**src/rtl/sld_cfg.svh**
```systemverilog
// Offsets, field positions, reset values and constants of the link setup decoder.
`ifndef SLD_CFG_SVH
`define SLD_CFG_SVH
`define SLD_ADDR_DCM        12'h201
`define SLD_ADDR_LANE_RATE  12'h56e
`define SLD_ADDR_PLL_STAT   12'h56f
`define SLD_ADDR_QUICK      12'h570
`define SLD_ADDR_LINK_CTRL  12'h571
`define SLD_ADDR_LINK_STAT  12'h572
`define SLD_BIT_LOW_RATE    4
`define SLD_BIT_PLL_LOCK    7
`define SLD_BIT_POWER_UP    0
`define SLD_BIT_CONT_8      1
`define SLD_RST_DCM         8'h01
`define SLD_RST_LANE_RATE   8'h00
`define SLD_RST_QUICK       8'h81
`define SLD_RST_LINK_CTRL   8'h00
`define SLD_RATE_BASE       10'h00a
`define SLD_KMIN_F1         6'h14
`define SLD_KMIN_F2         6'h0c
`define SLD_KMIN_F4         6'h08
`define SLD_KMIN_F8         6'h04
`define SLD_RES16_MIN       5'h08
`define SLD_RES16_MAX       5'h10
`define SLD_RES8_MIN        5'h07
`define SLD_RES8_MAX        5'h08
`define SLD_CS16_MAX        2'h3
`define SLD_CS8_MAX         2'h1
`endif

```
**src/rtl/sld_pkg.sv**
```systemverilog
// Types shared by the link setup decoder.
package sld_pkg;
  // One decoded quick-setup entry, counts kept as base-two logarithms.
  typedef struct packed {
    logic       ok;
    logic [1:0] lg_l;
    logic [1:0] lg_m;
    logic [2:0] lg_f;
    logic       hd;
  } sld_qcfg_t;
endpackage

```
**src/rtl/sld_link_setup.sv**
```systemverilog
// Quick-setup decoder and register file for the four-lane serial transmit link.
//
// Behaviour
// The first L output lanes form one link and are enabled together.
// One quick-setup code selects lane count, converter count and octets per frame.
// With downconverters active, converter count must equal virtual converter count.
// Lane rate equals M times N' times 10/8 times sample rate over L.
// Sample rate is converter clock divided by the programmed decimation ratio.
// Controller powers link down, writes code, options, then powers link up.
// Controller sets 0x10 in lane-rate control below 6.25 Gbps.
// Controller clears low-rate bit for rates 6.25 to 12.5 Gbps.
// Controller keeps lane rate within 3.125 to 12.5 Gbps inclusive.
// 16-bit, one converter codes decode to fixed lanes, octets and high density.
// 16-bit codes for two, four and eight converters decode per table.
// Resolution and control bit ranges depend on container width.
// 8-bit, one converter codes decode per table, high density clear.
// 8-bit, two converter codes decode per table, high density clear.
// Multiframe length is a multiple of four with a minimum set by F.
// PLL status bit 7 reads back whether the serializer PLL locked.
// Controller keeps low-rate bit consistent with the actual lane rate.
// Each code decodes according to the configured container width.
`timescale 1ns/100ps
`include "sld_cfg.svh"

module sld_link_setup
  import sld_pkg::*;
(
  // Clock and reset.
  input  wire logic        i_clk,
  input  wire logic        i_reset_n,
  // Register port.
  input  wire logic [11:0] i_reg_addr,
  input  wire logic        i_reg_wr,
  input  wire logic [7:0]  i_reg_wdata,
  input  wire logic        i_reg_rd,
  output logic      [7:0]  o_reg_rdata,
  output logic             o_reg_rvalid,
  // Status from the rest of the converter.
  input  wire logic        i_pll_locked,
  input  wire logic        i_ddc_active,
  input  wire logic [3:0]  i_virt_conv,
  // Decoded link parameters.
  output logic      [3:0]  o_lane_en,
  output logic      [2:0]  o_lanes,
  output logic      [3:0]  o_conv,
  output logic      [4:0]  o_octets,
  output logic      [3:0]  o_spf,
  output logic             o_hd,
  output logic      [4:0]  o_np,
  output logic      [4:0]  o_res_min,
  output logic      [4:0]  o_res_max,
  output logic      [1:0]  o_cs_max,
  output logic      [5:0]  o_k_min,
  output logic      [9:0]  o_rate_x4,
  output logic             o_cfg_ok,
  output logic             o_m_mismatch,
  output logic             o_low_line_rate,
  // Output sample strobe.
  output logic             o_sample_en
);

  // Software-visible registers, then the divider count and internal decode signals.
  logic [7:0] dcm_r;
  logic [7:0] lane_rate_r;
  logic [7:0] quick_r;
  logic [7:0] link_ctrl_r;
  logic [7:0] div_cnt_r;
  logic [7:0] ratio;
  logic       n8;
  logic       power_up;
  sld_qcfg_t  dec;
  logic [3:0] lg_n;
  logic [3:0] lg_s;
  logic [3:0] lg_r;

  // Builds one table entry from logarithmic counts.
  function automatic sld_qcfg_t entry(input logic [1:0] l, input logic [1:0] m,
                                      input logic [2:0] f, input logic hd);
    sld_qcfg_t e;
    e.ok   = 1'b1;
    e.lg_l = l;
    e.lg_m = m;
    e.lg_f = f;
    e.hd   = hd;
    return e;
  endfunction

  // The same code means different settings per container width, so width
  // is part of the case key; unlisted codes decode as not ok.
  function automatic sld_qcfg_t decode(input logic [7:0] code, input logic w8);
    sld_qcfg_t e;
    e = '0;
    unique case ({w8, code})
      {1'b0, 8'h01}: e = entry(2'h0, 2'h0, 3'h1, 1'b0);
      {1'b0, 8'h40}: e = entry(2'h1, 2'h0, 3'h0, 1'b1);
      {1'b0, 8'h41}: e = entry(2'h1, 2'h0, 3'h1, 1'b0);
      {1'b0, 8'h80}: e = entry(2'h2, 2'h0, 3'h0, 1'b1);
      {1'b0, 8'h81}: e = entry(2'h2, 2'h0, 3'h1, 1'b0);
      {1'b0, 8'h0a}: e = entry(2'h0, 2'h1, 3'h2, 1'b0);
      {1'b0, 8'h49}: e = entry(2'h1, 2'h1, 3'h1, 1'b0);
      {1'b0, 8'h88}: e = entry(2'h2, 2'h1, 3'h0, 1'b1);
      {1'b0, 8'h89}: e = entry(2'h2, 2'h1, 3'h1, 1'b0);
      {1'b0, 8'h13}: e = entry(2'h0, 2'h2, 3'h3, 1'b0);
      {1'b0, 8'h52}: e = entry(2'h1, 2'h2, 3'h2, 1'b0);
      {1'b0, 8'h91}: e = entry(2'h2, 2'h2, 3'h1, 1'b0);
      {1'b0, 8'h1c}: e = entry(2'h0, 2'h3, 3'h4, 1'b0);
      {1'b0, 8'h5b}: e = entry(2'h1, 2'h3, 3'h3, 1'b0);
      {1'b0, 8'h9a}: e = entry(2'h2, 2'h3, 3'h2, 1'b0);
      {1'b1, 8'h00}: e = entry(2'h0, 2'h0, 3'h0, 1'b0);
      {1'b1, 8'h01}: e = entry(2'h0, 2'h0, 3'h1, 1'b0);
      {1'b1, 8'h40}: e = entry(2'h1, 2'h0, 3'h0, 1'b0);
      {1'b1, 8'h41}: e = entry(2'h1, 2'h0, 3'h1, 1'b0);
      {1'b1, 8'h42}: e = entry(2'h1, 2'h0, 3'h2, 1'b0);
      {1'b1, 8'h80}: e = entry(2'h2, 2'h0, 3'h0, 1'b0);
      {1'b1, 8'h81}: e = entry(2'h2, 2'h0, 3'h1, 1'b0);
      {1'b1, 8'h09}: e = entry(2'h0, 2'h1, 3'h1, 1'b0);
      {1'b1, 8'h48}: e = entry(2'h1, 2'h1, 3'h0, 1'b0);
      {1'b1, 8'h49}: e = entry(2'h1, 2'h1, 3'h1, 1'b0);
      {1'b1, 8'h88}: e = entry(2'h2, 2'h1, 3'h0, 1'b0);
      {1'b1, 8'h89}: e = entry(2'h2, 2'h1, 3'h1, 1'b0);
      {1'b1, 8'h8a}: e = entry(2'h2, 2'h1, 3'h2, 1'b0);
      default:       e = '0;
    endcase
    return e;
  endfunction

  assign n8       = link_ctrl_r[`SLD_BIT_CONT_8];
  assign power_up = link_ctrl_r[`SLD_BIT_POWER_UP];
  assign dec      = decode(quick_r, n8);
  // Base-two logs of N', S and the rate multiple; only meaningful for valid codes.
  assign lg_n     = n8 ? 4'h3 : 4'h4;
  assign lg_s     = 4'h3 + {1'b0, dec.lg_f} + {2'h0, dec.lg_l} - {2'h0, dec.lg_m} - lg_n;
  assign lg_r     = {2'h0, dec.lg_m} + lg_n - 4'h1 - {2'h0, dec.lg_l};

  // Register writes; the link itself is only gated by the power-up bit, so
  // reprogramming while powered up takes effect one cycle later.
  always_ff @(posedge i_clk or negedge i_reset_n) begin
    if (!i_reset_n) begin
      dcm_r       <= `SLD_RST_DCM;
      lane_rate_r <= `SLD_RST_LANE_RATE;
      quick_r     <= `SLD_RST_QUICK;
      link_ctrl_r <= `SLD_RST_LINK_CTRL;
    end else if (i_reg_wr) begin
      unique case (i_reg_addr)
        `SLD_ADDR_DCM:       dcm_r       <= i_reg_wdata;
        `SLD_ADDR_LANE_RATE: lane_rate_r <= i_reg_wdata;
        `SLD_ADDR_QUICK:     quick_r     <= i_reg_wdata;
        `SLD_ADDR_LINK_CTRL: link_ctrl_r <= i_reg_wdata;
        default:             ;
      endcase
    end
  end

  // Read data is registered and answered one cycle after the strobe.
  always_ff @(posedge i_clk or negedge i_reset_n) begin
    if (!i_reset_n) begin
      o_reg_rdata  <= 8'h00;
      o_reg_rvalid <= 1'b0;
    end else begin
      o_reg_rvalid <= i_reg_rd;
      if (i_reg_rd) begin
        unique case (i_reg_addr)
          `SLD_ADDR_DCM:       o_reg_rdata <= dcm_r;
          `SLD_ADDR_LANE_RATE: o_reg_rdata <= lane_rate_r;
          `SLD_ADDR_PLL_STAT:  o_reg_rdata <= {i_pll_locked, 7'h00};
          `SLD_ADDR_QUICK:     o_reg_rdata <= quick_r;
          `SLD_ADDR_LINK_CTRL: o_reg_rdata <= link_ctrl_r;
          `SLD_ADDR_LINK_STAT: o_reg_rdata <= {6'h00, o_m_mismatch, o_cfg_ok};
          default:             o_reg_rdata <= 8'h00;
        endcase
      end
    end
  end

  // Decoded parameters are registered; an unknown code drives zeros on all but the width and multiframe hints, and
  // keeps every lane off rather than guessing a neighbour entry.
  always_ff @(posedge i_clk or negedge i_reset_n) begin
    if (!i_reset_n) begin
      o_lane_en <= 4'h0;
      o_lanes   <= 3'h0;
      o_conv    <= 4'h0;
      o_octets  <= 5'h00;
      o_spf     <= 4'h0;
      o_hd      <= 1'b0;
      o_np      <= 5'h00;
      o_res_min <= 5'h00;
      o_res_max <= 5'h00;
      o_cs_max  <= 2'h0;
      o_k_min   <= 6'h00;
      o_rate_x4 <= 10'h000;
      o_cfg_ok  <= 1'b0;
    end else begin
      o_cfg_ok  <= dec.ok;
      if (dec.ok) begin
        // Only the first L lanes run, always as one link under one enable.
        o_lane_en <= power_up ? 4'((5'h01 << (3'h1 << dec.lg_l)) - 5'h01) : 4'h0;
        o_lanes   <= 3'(3'h1 << dec.lg_l);
        o_conv    <= 4'(4'h1 << dec.lg_m);
        o_octets  <= 5'(5'h01 << dec.lg_f);
        o_spf     <= 4'(4'h1 << lg_s[1:0]);
        o_hd      <= dec.hd;
        // Lane rate in quarter units of the sample rate, 5*M*N'/L.
        o_rate_x4 <= 10'(`SLD_RATE_BASE << lg_r);
      end else begin
        o_lane_en <= 4'h0;
        o_lanes   <= 3'h0;
        o_conv    <= 4'h0;
        o_octets  <= 5'h00;
        o_spf     <= 4'h0;
        o_hd      <= 1'b0;
        o_rate_x4 <= 10'h000;
      end
      o_np      <= n8 ? 5'h08 : 5'h10;
      o_res_min <= n8 ? `SLD_RES8_MIN : `SLD_RES16_MIN;
      o_res_max <= n8 ? `SLD_RES8_MAX : `SLD_RES16_MAX;
      o_cs_max  <= n8 ? `SLD_CS8_MAX : `SLD_CS16_MAX;
      // Least legal multiframe length for this F, as a hint to the host.
      unique case (dec.lg_f)
        3'h0:    o_k_min <= `SLD_KMIN_F1;
        3'h1:    o_k_min <= `SLD_KMIN_F2;
        3'h2:    o_k_min <= `SLD_KMIN_F4;
        default: o_k_min <= `SLD_KMIN_F8;
      endcase
    end
  end

  // A mismatch only matters while the downconverters shape the stream.
  always_ff @(posedge i_clk or negedge i_reset_n) begin
    if (!i_reset_n) begin
      o_m_mismatch <= 1'b0;
    end else begin
      o_m_mismatch <= dec.ok && i_ddc_active &&
                      (4'(4'h1 << dec.lg_m) != i_virt_conv);
    end
  end

  assign o_low_line_rate = lane_rate_r[`SLD_BIT_LOW_RATE];

  // Sample strobe: one pulse per decimation ratio clocks; zero counts as one
  // so that a ratio written as zero never stalls the stream.
  assign ratio = (dcm_r == 8'h00) ? 8'h01 : dcm_r;
  always_ff @(posedge i_clk or negedge i_reset_n) begin
    if (!i_reset_n) begin
      div_cnt_r   <= 8'h00;
      o_sample_en <= 1'b0;
    end else if (div_cnt_r >= ratio - 8'h01) begin
      div_cnt_r   <= 8'h00;
      o_sample_en <= 1'b1;
    end else begin
      div_cnt_r   <= div_cnt_r + 8'h01;
      o_sample_en <= 1'b0;
    end
  end

  // Helper for the sample-spacing check: clocks since the previous strobe.
  logic [8:0] gap_r;
  logic       seen_r;
  always_ff @(posedge i_clk or negedge i_reset_n) begin
    if (!i_reset_n) begin
      gap_r  <= 9'h000;
      seen_r <= 1'b0;
    end else if (o_sample_en) begin
      gap_r  <= 9'h001;
      seen_r <= !(i_reg_wr && i_reg_addr == `SLD_ADDR_DCM);
    end else begin
      gap_r  <= gap_r + 9'h001;
      seen_r <= seen_r && !(i_reg_wr && i_reg_addr == `SLD_ADDR_DCM);
    end
  end
endmodule

```
**config.mk**
```make
export PLATFORM = sky130hd
export DESIGN_NAME = sld_link_setup
export DESIGN_NICKNAME = d
export VERILOG_FILES = /design/src/rtl/sld_pkg.sv /design/src/rtl/sld_link_setup.sv
export VERILOG_INCLUDE_DIRS = /design/src /design/src/rtl
export SDC_FILE = /design/constraint.sdc
export NUM_CORES = 1
export LEC_CHECK = 0
export BUFFER_PORTS_ARGS = -buffer_cell sky130_fd_sc_hd__buf_2
export CORE_MARGIN = 5
export CORE_UTILIZATION = 55
export DETAILED_ROUTE_END_ITERATION = 10
export PLACE_DENSITY = 0.91
export SLEW_MARGIN = 20
export SYNTH_ARGS = -nofsm -noshare
export SYNTH_HDL_FRONTEND = slang
export SYNTH_SLANG_ARGS = --single-unit
```
**constraint.sdc**
```tcl
create_clock -name i_clk -period 4 [get_ports i_clk]
set_input_delay 0.2 -clock i_clk [delete_from_list [all_inputs] [get_ports i_clk]]
set_output_delay 0.2 -clock i_clk [all_outputs]
set_load 0.02 [all_outputs]
```
==> reports/metrics.yaml <==
status: "finished, final reports clean"
synth_most_common_cell: "dfrtp_1"
p_per_area_nw_per_um2: 314
initial_core_util: 0.558
grt_overflow: 0
drv_cap: 0
drtIter0Drc: 268
wirelength_um: 11500
track_usage: 0.221
synth-edff-count: 0
synthFlopType: "dfrtp_1"
drtPass1Iterations: 4
grt_pass1_vias: 3740
layout_min_cycle_time_ns: 3.79
viasPerCell: 5.71
netlist.area_leader.share: 0.438
globalRouteMet1Util: 0.284
io_buffers: 85
startpoint: "quick_r[0]$_DFFE_PN1P_"
nFillCells: 689
ant_nets: 0
avgSynthCellArea_sq_um: 10.9
dp_hpwl_um: 8630
final_area_sq_um: 5510
crit_arrival_ns: 4.05
total_power_mw: 1.73
max_slew_margin: 0.396
slew_viol_final: 0
skew_ns: 0.0139
place_inst: 614
dieArea_sq_um: 10700
clk_pin_slew_ns: 0.09
syn-cell-area_sq_um: 4800
dpl_cell_area_sq_um: 5230
clockBufferDepth: 2
via_count: 3603
root_buffer: "clkbuf_8"
ir_drop_mv: 0.212
timing.rr.start: "quick_r[0]$_DFFE_PN1P_"
antenna_found_initial: 0
p_leak_nw: 2.68
ys_types: 67
period_share: 0.947
grt_max_degree: 88
dieWidth_um: 103
post_drt_wl_per_cell_um: 18.2
async_flop_share: 1.00
multiInputGateArea_sq_um: 2360
rows: 34
ioPinCount: 97
grt_first_pass_wirelength_um: 18500
final_nets: 567
cp-start-kind: "flop"
setup_tns_ns: 0
core-area_sq_um: 8590
use_met3: 0.0443
layout-drive-gt1-share: 0.317
synth_seq_cells: 87
synth_top_area_cell: "dfrtp_1"
min-delay-start: "i_ddc_active"
path_max_fanout: 18
synth_top_cells_by_count: "dfrtp_1 (84), mux2_2 (33), nor2_1 (28)"
met2_usage: 0.385
final.setup.worst_slack_ns: 0.213
h-tree-depth: 3
busiest_layer: "met2"
cts_buffers: 9
worstSetupPathType: "reg -> reg"
end_kind: "flop"
area_delta_synth_final_pct: 14.9
route.detailed.drc: 0
post_cts_buffers: 0
seq_area_frac_synth: 0.455
synthTopCellsByArea: "dfrtp_1 (44%), mux2_2 (7.7%), ha_1 (4.2%), buf_4 (3.0%), xnor2_1 (2.6%)"
finalNonFillerCells: 631
cts_tree: "done"
insertion_delay_ns: 0.36
max_slew.worst_pin.slew_ns: 0.898
cts.sinks: 87
die_height_um: 103
finalSetupViolations: 0
register_area_sq_um: 2180
synth_cells: 441
gp_congestion: 0.901
post-place-ws_ns: 0.0922
hold_path_class: "in -> reg"
fmax_mhz: 264
diodes: 0
crit_required_ns: 4.26
final_hold_viol_count: 0
yosys_warnings: 0
-- stage by stage --
step,util,hold WS (ns)
finish,0.641,0.0507
detailed placement,0.608,0.433
floorplan,-,-0.0956
global placement,0.608,0.428
CTS,0.636,0.0375
global route,0.641,0.0373
-- power breakdown --
group	internal [mW]	switching (mW)	total (mW)
registers	0.890	0.00900	0.899
logic	0.0390	0.0775	0.117
clock network	0.366	0.351	0.718
total	1.29	0.438	1.73
-- path summary, 6_finish.rpt --
path                                                   end  slack [ns]  cells after the start
worst max-delay path                o_rate_x4[9]$_DFF_PN0_        0.21                     14
worst min-delay path                o_m_mismatch$_DFF_PN0_        0.05                      3
worst max register to register      o_rate_x4[9]$_DFF_PN0_        0.21                     14
worst min register to register  link_ctrl_r[4]$_DFFE_PN0P_        0.52                      1
max in group asynchronous           quick_r[4]$_DFFE_PN0P_        2.97                      2
min in group asynchronous           div_cnt_r[1]$_DFF_PN0_        0.45                      2
-- flip-flops by register name, summed over array words and instances (netlist names), 3 cells and up --
signal,cells
dcm_r,8
div_cnt_r,8
lane_rate_r,8
link_ctrl_r,8
o_conv,4
o_k_min,3
o_lane_en,3
o_lanes,3
o_octets,5
o_rate_x4,9
o_reg_rdata,8
o_spf,4
quick_r,8
-- area by class of cell --
cell class	count	area share
well taps	108	0.0245
clock buffers	9	0.0225
inverters	24	0.0163
flip-flops and latches	87	0.396
multi-input cells	301	0.428
clock inverters	7	0.0202
repair buffers	95	0.0924
-- metal layers --
metal / routed length [um] / up-vias
met5: 0 / -
met4: 106 / 0
met3: 860 / 9
met2: 5790 / 129
met1: 4740 / 1774
li1: - / 1691
-- timing repair --
item / CTS / global route
setup endpoints to repair: 0 / 5
resized for setup: 0 / 8
hold endpoints to repair: 0 / 84
hold buffers: 0 / 1
-- placed cells by master (no fill, tap or decap), types with 6 or more instances in the layout --
cell	Yosys	final
mux2_2	33	33
buf_2	10	84
nand2_1	10	10
mux2i_1	11	11
xnor2_1	14	14
nor3_1	9	9
nand3_1	10	10
o22ai_1	10	10
xor2_1	7	7
dfrtp_1	84	83
a221oi_1	7	7
nand2b_1	13	13
a21oi_1	8	8
and2_1	8	8
buf_4	19	9
inv_1	24	23
clkbuf_8	0	9
and3_1	8	8
nor2b_1	10	8
nor2_1	28	27
nor3b_1	6	6
ha_1	16	16
conb_1	2	12
-- cells by family after synthesis --
kind of cell    after synthesis  share of synthesized area
flops                        87                      0.455
mux                          44                      0.100
compound gates               71                      0.110
other cells                   2                    0.00157
fa+ha+maj                    19                     0.0543
simple gates                132                      0.163
xor+xnor                     23                     0.0475
buf+inv                      63                     0.0683
-- critical path, cell delays in order (launching register included) --
cell	delay, ns
dfstp_2	0.75
nor2b_1	0.12
o2111ai_1	0.25
and3_1	0.31
nor3b_4	0.40
xnor2_1	0.17
ha_1	0.17
o21bai_1	0.12
ha_1	0.17
inv_1	0.05
fa_1	0.56
inv_1	0.11
nor2_2	0.15
mux2i_1	0.11
a311oi_1	0.25
Note: power is estimated with default switching activity, not from simulation.
